[config.mk]
export PLATFORM = sky130hd
export DESIGN_NAME = l2_memory_control_register
export DESIGN_NICKNAME = d
export VERILOG_FILES = /design/src/l2_control_pkg.sv /design/src/l2_access_if.sv /design/src/l2_access_check.sv /design/src/l2_memory_control_register.sv
export VERILOG_INCLUDE_DIRS = /design/src
export SDC_FILE = /design/constraint.sdc
export NUM_CORES = 1
export LEC_CHECK = 0
export ABC_AREA = 1
export BUFFER_PORTS_ARGS = -buffer_cell sky130_fd_sc_hd__buf_2
export CAP_MARGIN = 20
export CORE_MARGIN = 1.5
export CORE_UTILIZATION = 30
export DETAILED_ROUTE_END_ITERATION = 10
export PLACE_DENSITY = 0.82
export SKIP_LAST_GASP = 1
export SLEW_MARGIN = 20
export SYNTH_ARGS = -nofsm -noshare
export SYNTH_HDL_FRONTEND = slang
export SYNTH_SLANG_ARGS = --single-unit
[constraint.sdc]
create_clock -name clk_in -period 1.7 [get_ports clk_in]
set_input_delay 0.17 -clock clk_in [delete_from_list [all_inputs] [get_ports clk_in]]
set_output_delay 0.17 -clock clk_in [all_outputs]
set_load 0.02 [all_outputs]
[src/l2_control_cfg.svh]
// constants for the l2 system control register
`ifndef L2_CONTROL_CFG_SVH
`define L2_CONTROL_CFG_SVH
`define L2C_VALID_RAM_INHIBIT_BIT 31
`define L2C_CORE_COUNT_MSB        25
`define L2C_CORE_COUNT_LSB        24
`define L2C_INTC_PRESENT_BIT      23
`define L2C_ECC_ENABLE_BIT        21
`define L2C_TAG_SLICE_BIT         12
`define L2C_ECC_ENABLE_RESET      1'h0
`define L2C_RDATA_RESET           32'h0000_0000
`endif

[src/l2_control_pkg.sv]
// types for the l2 system control register
`default_nettype none
package l2_control_pkg;
  typedef enum logic [1:0] {
    mode_user,
    mode_pl1_secure,
    mode_pl1_nonsecure,
    mode_pl2
  } access_mode_t;

  typedef enum logic [1:0] {
    answer_ok_read,
    answer_ok_write,
    answer_ignored_write,
    answer_denied
  } access_answer_t;
endpackage : l2_control_pkg
`default_nettype wire

[src/l2_access_if.sv]
// carries the permission decision between the check and the register
`default_nettype none
interface l2_access_if;
  logic read_ok;
  logic write_ok;
  logic write_ignored;
  logic denied;
  modport checker_side (output read_ok, output write_ok, output write_ignored, output denied);
  modport register_side (input read_ok, input write_ok, input write_ignored, input denied);
endinterface : l2_access_if
`default_nettype wire

[src/l2_access_check.sv]
// privilege and security check for register accesses
`default_nettype none
module l2_access_check (
  // request
  input  wire logic                         read_in,
  input  wire logic                         write_in,
  input  wire l2_control_pkg::access_mode_t mode_in,
  // decision
  l2_access_if.checker_side                 acc
);
  logic any_req;
  assign any_req = read_in | write_in;

  always_comb begin
    acc.read_ok       = 1'b0;
    acc.write_ok      = 1'b0;
    acc.write_ignored = 1'b0;
    acc.denied        = 1'b0;
    unique case (mode_in)
      l2_control_pkg::mode_user: begin
        acc.denied = any_req;
      end
      l2_control_pkg::mode_pl1_secure: begin
        acc.read_ok  = read_in;
        acc.write_ok = write_in & ~read_in;
      end
      l2_control_pkg::mode_pl1_nonsecure,
      l2_control_pkg::mode_pl2: begin
        acc.read_ok       = read_in;
        acc.write_ignored = write_in & ~read_in;
      end
    endcase
  end
endmodule : l2_access_check
`default_nettype wire

[src/l2_memory_control_register.sv]
// l2 system control register with configuration status and ecc enable
// Notes on behaviour
// - bit 31 mirrors the valid-ram reset-inhibit pin and is read-only.
// - bits 25:24 give the core count minus one from the configuration, read-only.
// - bit 23 reads 1 when an interrupt controller is configured, read-only.
// - bit 21 enables ecc and parity in l1 and l2 caches and resets to 0.
// - without configured ecc/parity bit 21 reads zero and writes to it are ignored.
// - bit 12 reads the tag ram slice count from the configuration, read-only.
// - one copy of the register serves both security states.
// - accesses from below privilege level one are denied.
// - secure level-one modes read and write, non-secure level-one and level-two modes read only.
`include "l2_control_cfg.svh"
`default_nettype none
module l2_memory_control_register #(
  parameter int unsigned CORE_COUNT     = 4,
  parameter bit          HAS_INTC       = 1'b1,
  parameter bit          HAS_ECC        = 1'b1,
  parameter int unsigned TAG_RAM_SLICES = 0
) (
  // clock and reset
  input  wire logic                         clk_in,
  input  wire logic                         arst_n_in,
  // pins
  input  wire logic                         valid_ram_reset_inhibit_pin_in,
  // register access port
  input  wire logic                         read_in,
  input  wire logic                         write_in,
  input  wire l2_control_pkg::access_mode_t mode_in,
  input  wire logic [31:0]                  wdata_in,
  output logic [31:0]                       rdata_out,
  output logic                              rvalid_out,
  output logic                              wdone_out,
  output logic                              denied_out,
  // control towards the caches
  output logic                              ecc_enable_out
);
  // refuse configurations the two-bit and one-bit fields cannot show
  if (CORE_COUNT < 1 || CORE_COUNT > 4) begin : g_bad_core_count
    $error("CORE_COUNT must be 1 to 4");
  end
  if (TAG_RAM_SLICES > 1) begin : g_bad_tag_slices
    $error("TAG_RAM_SLICES must be 0 or 1");
  end

  localparam logic [1:0] CORE_FIELD = 2'(CORE_COUNT - 1);
  localparam logic       TAG_FIELD  = 1'(TAG_RAM_SLICES);

  l2_access_if acc ();

  l2_access_check u_check (
    .read_in  (read_in),
    .write_in (write_in),
    .mode_in  (mode_in),
    .acc      (acc.checker_side)
  );

  // single unbanked copy
  logic        ecc_enable;
  logic        inhibit_mirror;
  logic [31:0] next_rdata;

  always_ff @(posedge clk_in or negedge arst_n_in) begin
    if (!arst_n_in) begin
      ecc_enable <= `L2C_ECC_ENABLE_RESET;
    end else if (acc.write_ok && HAS_ECC) begin
      ecc_enable <= wdata_in[`L2C_ECC_ENABLE_BIT];
    end
  end

  // pin taken each cycle so the mirror tracks it
  always_ff @(posedge clk_in or negedge arst_n_in) begin
    if (!arst_n_in) begin
      inhibit_mirror <= 1'b0;
    end else begin
      inhibit_mirror <= valid_ram_reset_inhibit_pin_in;
    end
  end

  always_comb begin
    next_rdata                                           = `L2C_RDATA_RESET;
    next_rdata[`L2C_VALID_RAM_INHIBIT_BIT]               = inhibit_mirror;
    next_rdata[`L2C_CORE_COUNT_MSB:`L2C_CORE_COUNT_LSB]  = CORE_FIELD;
    next_rdata[`L2C_INTC_PRESENT_BIT]                    = HAS_INTC;
    next_rdata[`L2C_ECC_ENABLE_BIT]                      = ecc_enable & HAS_ECC;
    next_rdata[`L2C_TAG_SLICE_BIT]                       = TAG_FIELD;
  end

  always_ff @(posedge clk_in or negedge arst_n_in) begin
    if (!arst_n_in) begin
      rdata_out  <= `L2C_RDATA_RESET;
      rvalid_out <= 1'b0;
    end else begin
      rvalid_out <= acc.read_ok;
      rdata_out  <= acc.read_ok ? next_rdata : `L2C_RDATA_RESET;
    end
  end

  always_ff @(posedge clk_in or negedge arst_n_in) begin
    if (!arst_n_in) begin
      wdone_out  <= 1'b0;
      denied_out <= 1'b0;
    end else begin
      wdone_out  <= acc.write_ok | acc.write_ignored;
      denied_out <= acc.denied;
    end
  end

  always_ff @(posedge clk_in or negedge arst_n_in) begin
    if (!arst_n_in) begin
      ecc_enable_out <= `L2C_ECC_ENABLE_RESET;
    end else begin
      ecc_enable_out <= ecc_enable & HAS_ECC;
    end
  end
endmodule : l2_memory_control_register
`default_nettype wire

**Word level (Yosys, flattened, before mapping)**

Cells that the tools add are included.

- Equality and inequality tests: 3
- Mux-type cells: 5
- Bitwise gates (word level): 4
- Reductions and logical operators: 3

Operators by type and width:

| cell | number |
|---|---|
| two-way mux 32 bit | 1 |
| equality test 2 bit, second input constant | 2 |
| two-way mux 1 bit | 4 |
| OR reduction 3 bit | 1 |
| equality test 2 x 1 -> 1 bit, second input constant | 1 |
| logical NOT 2 bit | 1 |
| OR 1 bit | 2 |
| OR reduction 2 bit | 1 |
| bitwise AND 1 bit | 1 |
| NOT 1 bit | 1 |

- Flip-flop bits (word level): 38
- Input port bits: 39
- Output and inout bits: 36
- Logic and storage cells: 22

**Logic depth before layout (Yosys ltp)**

Gate-level depths: netlist of the first run.

- Depth after elaboration: 4
- Depth in mapped cells: 5
- Depth with buffers taken out: 5

**By module**

A second synthesis of the first run with hierarchy kept.

- Cells, all modules: 60
- Area total of the unflattened synthesis: 515.5 µm²

By module, submodules not included:

| module | instances | cells an instance | area an instance (µm²) | sequential area each (µm²) |
|---|---|---|---|---|
| l2_memory_control_register | 1 | 48 | 465.4 | 200.2 |
| l2_access_check | 1 | 12 | 50.0 | 0.0 |

**Worst setup path after synthesis of the first run**

No wires, ideal clock.

- Path type: register to output
- From: reg rdata_out[25] (netlist name)
- To: out rdata_out[23]
- Arrival: 644 ps
- Data required time: 1,530 ps
- Setup slack: 886 ps
- Cell stages (with the launch flop): 2
- Path buffers: 1
- Path through: dfrtp_1 -> buf_4

RTL lines:

| element | RTL line | text |
|---|---|---|
| end: declaration | l2_memory_control_register.sv:30 | `output logic [31:0] rdata_out,` |

==> impl_summary.log, run 1 <==
INFO  metric report.final.hold_viol_count = 0
INFO  metric worst_path_max_delay_cell = sky130_fd_sc_hd__dfrtp_1
INFO  metric syn-instance-count = 54
INFO  metric route.detailed.drc = 0
INFO  metric y_dimension_of_the_die = 43.9 um
INFO  metric first_pass_grt_wire_length = 821 um
INFO  metric grt_util_all_layers = under 10%
INFO  metric power_density = ~940 mW/mm^2
INFO  metric cp_num_buf_inv = 1
INFO  metric final-seq-area = ~200 um^2
INFO  metric first_pass_iters = 2
INFO  metric place.detailed.hpwl = approximately 530 um
INFO  metric floorplan.initialDensity = between 30 and 40%
INFO  metric final_setup_vio_count = 0
INFO  metric synth-warning-count = 0
INFO  metric design.core.area = roughly 0.0015 mm^2
INFO  metric max_freq = around 1000 MHz
INFO  metric floorplan.die_area = between 0.0015 and 0.002 mm^2
INFO  metric distinct_cells_synth = 12
INFO  metric most_common_cell_after_layout_fill_and_taps_aside = sky130_fd_sc_hd__conb_1
INFO  metric setup_repair_after_global_routing_missed_its_margin = false
INFO  metric clk_sink_count = 8
INFO  metric worst_skew_pair.late_latency = 250 ps
INFO  metric criticalPathCategory = flip-flop to primary output
INFO  metric leakage = 0.315 nW
INFO  metric final_nets = about 110
INFO  metric clock_tree.buffer_depth = 2
INFO  metric area_growth = 0.998%
INFO  metric num_antenna_cells = 0
INFO  metric post_route_cells_drive_above_1_share = a little under a third
INFO  metric final.period_utilization = 56.8%
INFO  metric sum_neg_setup_slack = 0 ps
INFO  metric routed-via-count = a little over 300
INFO  metric worstSetupStartpointType = flip-flop
INFO  metric cp_top_family = flip-flops
INFO  metric clk_root_buffer_cell = sky130_fd_sc_hd__clkbuf_4
INFO  metric post-route-min-period = between 900 and 1000 ps
INFO  metric max_stage_delay = 390 ps
INFO  metric drv_cap = 0
INFO  metric hold_slack = 20.4 ps
INFO  metric register_clock_pin_slew_on_the_reported_worst_setup_and_hold_paths = approximately 50 ps
INFO  metric avgSynthCellArea = about 9.3 um^2
INFO  metric worstHoldPathType = primary input to flip-flop
INFO  metric avgRoutedWirePerCell = approximately 7.2 um
INFO  metric grt_overflow_total = 0
INFO  metric maxSlewViolCount = 0
INFO  metric worstPathRequired = roughly 1500 ps
INFO  metric antenna_violations_before_repair = 0
INFO  metric layout.cells.non_filler = 86
INFO  metric dp.cells = just over 80
INFO  metric most-common-layout-cells = 27 x sky130_fd_sc_hd__conb_1, 16 x sky130_fd_sc_hd__buf_2, 8 x sky130_fd_sc_hd__dfrtp_1
INFO  metric multiInputGateArea = 163 um^2
INFO  metric cp_data_arrival_time = roughly 800 ps
INFO  metric layout_utilization = roughly a third
INFO  metric irDropWorstVdd = approximately 0.18 mV
INFO  metric synth-seq-area-share = between 30% and 40%
INFO  metric pin_count_of_the_biggest_net_entering_global_routing = 9
INFO  metric floorplan.io_pins = 75
INFO  metric num_rows = 14
INFO  metric drt-initial-drc-count = 1
INFO  metric place.port_buffers = 16
INFO  metric cts-resized-gates = 0
INFO  metric timing.critical_path.fanout_max = 4
INFO  metric post_synth_instance_area = around 500 um^2
INFO  metric via_count_of_the_first_global_routing_pass = between 200 and 250
INFO  metric routed_wl = ~620 um
INFO  metric place_congestion = 0.634
INFO  metric fin_worst_skew = between 0.1 and 0.15 ps
INFO  metric detail-route-antenna-nets = 0
INFO  metric detail_route.vias_per_cell = approximately 3.6
INFO  metric cts_tree = done
INFO  metric cts_buffer_count = 3
INFO  metric cts_htree_levels = 1
INFO  metric yosys_register_bits = 8
INFO  metric filler_cell_count = between 150 and 200
INFO  metric postCtsSetupBuffers = 0
INFO  metric die_x = approximately 44 um
INFO  metric outcome = finished clean
INFO  metric list_of_cells_traversed_by_the_critical_path = buf_2
INFO  metric crit_path_end_kind = primary output
## where the power goes
group | total (mW) | leakage, nW | internal, mW | switching [mW]
clock network | 0.140 | 0.0138 | 0.0804 | 0.0598
logic | 0.121 | 0.199 | 0.0258 | 0.0954
registers | 0.214 | 0.102 | 0.208 | 0.00621
total | 0.476 | 0.315 | 0.314 | 0.161
## area by class of cell
class                   instances  share of cell area [%]
repair buffers                 17                    17.8
multi-input cells              39                    32.1
clock buffers                   3                    4.44
flip-flops and latches          8                    39.5
well taps                      16                    3.95
inverters                       3                    2.22
## per-stage QoR
stage	area, um^2	worst slack (ps)	power [mW]
2_1_floorplan	599	886	0.359
3_3_place_gp	474	981	0.334
3_5_place_dp	474	976	0.337
4_1_cts	507	722	0.478
5_1_grt	507	684	0.507
6_report	507	734	0.476
## synth_stat cells, drive strengths merged
cell   count  area share (%)
buf       30              45
nor2       4             3.5
nand2      3             2.2
o21a       1             1.5
conb       1            0.75
dfrtp      8              40
inv        3             2.2
nor3b      2             3.0
nand3      1             1.0
nor3       1             1.0
## registers in the layout, summed over array words and instances, names as in the netlist
| register | cells |
|---|---|
| denied_out | 1 |
| ecc_enable | 1 |
| ecc_enable_out | 1 |
| inhibit_mirror | 1 |
| rdata_out | 3 |
| wdone_out | 1 |
## logic make-up (layout without fill, tap and decap cells)
kind of cell | after synthesis | in the layout | synth area share (%)
DFF | 8 | 8 | 39.9
other | 1 | 27 | 0.747
buffers and inverters | 33 | 23 | 47.1
AOI/OAI and AO/OA | 1 | 1 | 1.50
and+or+nand+nor | 11 | 11 | 10.7
## worst paths after layout
| path | start | end | slack (ps) | cells past startpoint |
|---|---|---|---|---|
| max | rdata_out[25] | rvalid_out | 730 | 1 |
| min in group asynchronous | arst_n_in | denied_out | 290 | 2 |
| max reg2reg | ecc_enable | rdata_out[21] | 1060 | 1 |
| max in group asynchronous | arst_n_in | rdata_out[25] | 1250 | 2 |
| min | valid_ram_reset_inhibit_pin_in | inhibit_mirror | 20 | 1 |
| min reg2reg | ecc_enable | ecc_enable_out | 400 | 0 |
## metal layers
| layer | vias to the layer above | GRT usage (%) | wire length [um] |
|---|---|---|---|
| li1 | 140 | - | - |
| met4 | 0 | 10.9 | 26 |
| met5 | - | 0 | 0 |
| met1 | 140 | 4.07 | 155 |
| met2 | 25 | 11.5 | 371 |
| met3 | 4 | 2.50 | 70 |
## timing repair
item,in CTS,in global routing
hold endpoints to repair,8,0
endpoints found under the setup margin,0,0
hold buffers,1,0
Power figures use the tool's default switching activity.
==> inputs of run 2 (changes only) <==
--- a/config.mk
+++ b/config.mk
@@ -10,9 +10,9 @@
 export BUFFER_PORTS_ARGS = -buffer_cell sky130_fd_sc_hd__buf_2
 export CAP_MARGIN = 20
 export CORE_MARGIN = 1.5
-export CORE_UTILIZATION = 30
+export CORE_UTILIZATION = 28
 export DETAILED_ROUTE_END_ITERATION = 10
-export PLACE_DENSITY = 0.82
+export PLACE_DENSITY = 0.77
 export SKIP_LAST_GASP = 1
 export SLEW_MARGIN = 20
 export SYNTH_ARGS = -nofsm -noshare
==> constraint.sdc (replaced) <==
create_clock -name clk_in -period 1 [get_ports clk_in]
set_input_delay 0.1 -clock clk_in [delete_from_list [all_inputs] [get_ports clk_in]]
set_output_delay 0.1 -clock clk_in [all_outputs]
set_load 0.02 [all_outputs]
==> run 2 against run 1 <==
  * Clock skew barely moved
  * Largest power group unchanged
  * First-iteration DRC count did not move
  * Clock power rose by 69%
  * Global-route usage fell by 0.63 points
  * Via count fell by 3.2%
  * Critical path depth did not move
  * Non-clock buffer count rose by 1
  * Worst setup slack got worse by 640 ps
  * Sequential power rose by 70%
  * Largest cell class unchanged
  * Highest routed layer is now met3
==> impl_summary.log, run 2 (synthesis gave the netlist of run 1 again) <==
INFO  metric outcome = finished clean
INFO  metric clk_root_buffer_cell = sky130_fd_sc_hd__clkbuf_4
INFO  metric grt_util_all_layers = 6.10% (-0.63 points)
INFO  metric p_switching = 273 uW (+69%)
INFO  metric list_of_cells_traversed_by_the_critical_path = buf_2
INFO  metric worstPathRequired = 900 ps (-630 ps)
INFO  metric post_route_cells_drive_above_1_share = 29.6% (-0.42 points)
INFO  metric route.detailed.drc = 0 (unchanged)
INFO  metric sum_neg_setup_slack = 0 ps (unchanged)
INFO  metric layout.cells.non_filler = 96 (+12%)
INFO  metric y_dimension_of_the_die = 45.3 um (+3.3%)
INFO  metric detail-route-antenna-nets = 0 (unchanged)
INFO  metric first_pass_grt_wire_length = 814 um (-0.85%)
INFO  metric drv_cap = 0 (unchanged)
INFO  metric cts_tree = done
INFO  metric worst_path_max_delay_cell = sky130_fd_sc_hd__dfrtp_1
INFO  metric final.period_utilization = between 90% and 100%
INFO  metric fin_worst_skew = 0.256 ps (+0.140 ps)
INFO  metric place.port_buffers = 16 (unchanged)
INFO  metric cts-resized-gates = 0 (unchanged)
INFO  metric cp_top_family = flip-flops
INFO  metric detail_route.vias_per_cell = 3.11 (-13%)
INFO  metric p_sw_share = 33.7% (-0.21 points)
INFO  metric cp_data_arrival_time = 800 ps (about the same)
INFO  metric maxSlewViolCount = 0 (unchanged)
INFO  metric num_rows = 15 (+1)
INFO  metric avgRoutedWirePerCell = 6.17 um (-15%)
INFO  metric dp.cells = 91 (+11%)
INFO  metric design.core.area = 0.00171 mm^2 (+11%)
INFO  metric report.final.hold_viol_count = 0 (unchanged)
INFO  metric power_density = 1530 mW/mm^2 (+63%)
INFO  metric drt-initial-drc-count = 1 (unchanged)
INFO  metric timing.critical_path.fanout_max = 4 (unchanged)
INFO  metric floorplan.die_area = 0.00205 mm^2 (+6.6%)
INFO  metric clk_sink_count = 8 (unchanged)
INFO  metric clock_tree.buffer_depth = 2 (unchanged)
INFO  metric cts_htree_levels = 1 (unchanged)
INFO  metric final_setup_vio_count = 0 (unchanged)
INFO  metric grt_overflow_total = 0 (unchanged)
INFO  metric antenna_violations_before_repair = 0 (unchanged)
INFO  metric worst_skew_pair.late_latency = 250 ps (about the same)
INFO  metric intPower = 537 uW (+71%)
INFO  metric clock_power_share = 29.3% (-0.2 points)
INFO  metric most_common_cell_after_layout_fill_and_taps_aside = sky130_fd_sc_hd__conb_1
INFO  metric crit_path_end_kind = primary output
INFO  metric pin_count_of_the_biggest_net_entering_global_routing = 9 (unchanged)
INFO  metric final_nets = 112 (+0.90%)
INFO  metric floorplan.io_pins = 75 (unchanged)
INFO  metric irDropWorstVdd = 0.294 mV (+65%)
INFO  metric num_antenna_cells = 0 (unchanged)
INFO  metric pwr-share-comb = 25.8% (+0.3 points)
INFO  metric max_stage_delay = 390 ps (about the same)
INFO  metric holdBufCountCts = 2 (+1)
INFO  metric hold_slack = 60.9 ps (+40.5 ps)
INFO  metric setup_repair_after_global_routing_missed_its_margin = false
INFO  metric top_register_by_number_of_flip_flops = rdata_out
INFO  metric place.detailed.hpwl = 510 um (-3.8%)
INFO  metric register_clock_pin_slew_on_the_reported_worst_setup_and_hold_paths = 50 ps (about the same)
INFO  metric die_x = 45.3 um (+3.3%)
INFO  metric largest_reg_flops = 3 (unchanged)
INFO  metric criticalPathCategory = flip-flop to primary output
INFO  metric first_pass_iters = 2 (unchanged)
INFO  metric share_of_total_power_in_sequential_cells = 44.9% (about the same)
INFO  metric max_freq = 1110 MHz
INFO  metric most-common-layout-cells = 27 x sky130_fd_sc_hd__conb_1, 16 x sky130_fd_sc_hd__buf_2, 8 x sky130_fd_sc_hd__dfrtp_1
INFO  metric leakage = 0.319 nW (+1.3%)
INFO  metric worstHoldPathType = primary input to flip-flop
INFO  metric cp_num_buf_inv = 1 (unchanged)
INFO  metric place_congestion = 0.675 (+6.4%)
INFO  metric cts_buffer_count = 3 (unchanged)
INFO  metric floorplan.initialDensity = 29.4% (-3.2 points)
INFO  metric worstSetupStartpointType = flip-flop
INFO  metric routed_wl = 592 um (-5.0%)
INFO  metric post-route-min-period = between 900 and 1000 ps
INFO  metric routed-via-count = 299 (-3.2%)
INFO  metric area_growth = 5.24%
INFO  metric filler_cell_count = 192 (+25%)
INFO  metric postCtsSetupBuffers = 0 (unchanged)
INFO  metric via_count_of_the_first_global_routing_pass = 222 (unchanged)
run 2: cell count changes in the layout (fill, tap and decap cells not counted):
cell	previous run	this run
sky130_fd_sc_hd__dlygate4sd3_1	1	2
run 2: per-stage QoR:
stage / util (%) / area (um^2) / setup WS [ps] / power, mW
floorplan: - / 599 / 256 / 0.610
global placement: 28.4 / 485 / 349 / 0.568
detailed placement: 28.4 / 485 / 337 / 0.572
CTS: 30.9 / 528 / 88.2 / 0.817
global route: 30.9 / 528 / 43.3 / 0.863
finish: 30.9 / 528 / 97.4 / 0.810
run 2: metal layers:
metal / GRT usage (%) / wire length [um]
met1: 4.66 / 187
met2: 10.6 / 348
met3: 1.20 / 56
met4: 8.82 / 0
met5: 0 / 0
run 2: path summary, 6_finish.rpt:
kind                             endpoint  slack, ps  cells after the start          start
max reg2reg                 rdata_out[21]        360                      1     ecc_enable
min                             wdone_out         60                      2        read_in
max in group asynchronous  inhibit_mirror        620                      2      arst_n_in
max                            rvalid_out        100                      1  rdata_out[25]
min reg2reg                ecc_enable_out        400                      0     ecc_enable
min in group asynchronous   rdata_out[25]        220                      2      arst_n_in
run 2: power by group through the flow:
stage	registers, mW	logic, mW	clock network (mW)
after floorplan	0.396	0.214	0
after global placement	0.368	0.200	0
after detailed placement	0.370	0.203	0
after CTS	0.364	0.209	0.244
after global routing	0.366	0.228	0.269
final	0.364	0.209	0.237
run 2: layout make-up:
type	count	area [um^2]	area share [%]
Sequential cell	8	200	37.9
Tap cell	25	31.3	5.92
Inverter	3	11.3	2.13
Clock buffer	3	22.5	4.27
Multi-Input combinational cell	39	163	30.8
Timing Repair Buffer	18	100	19.0
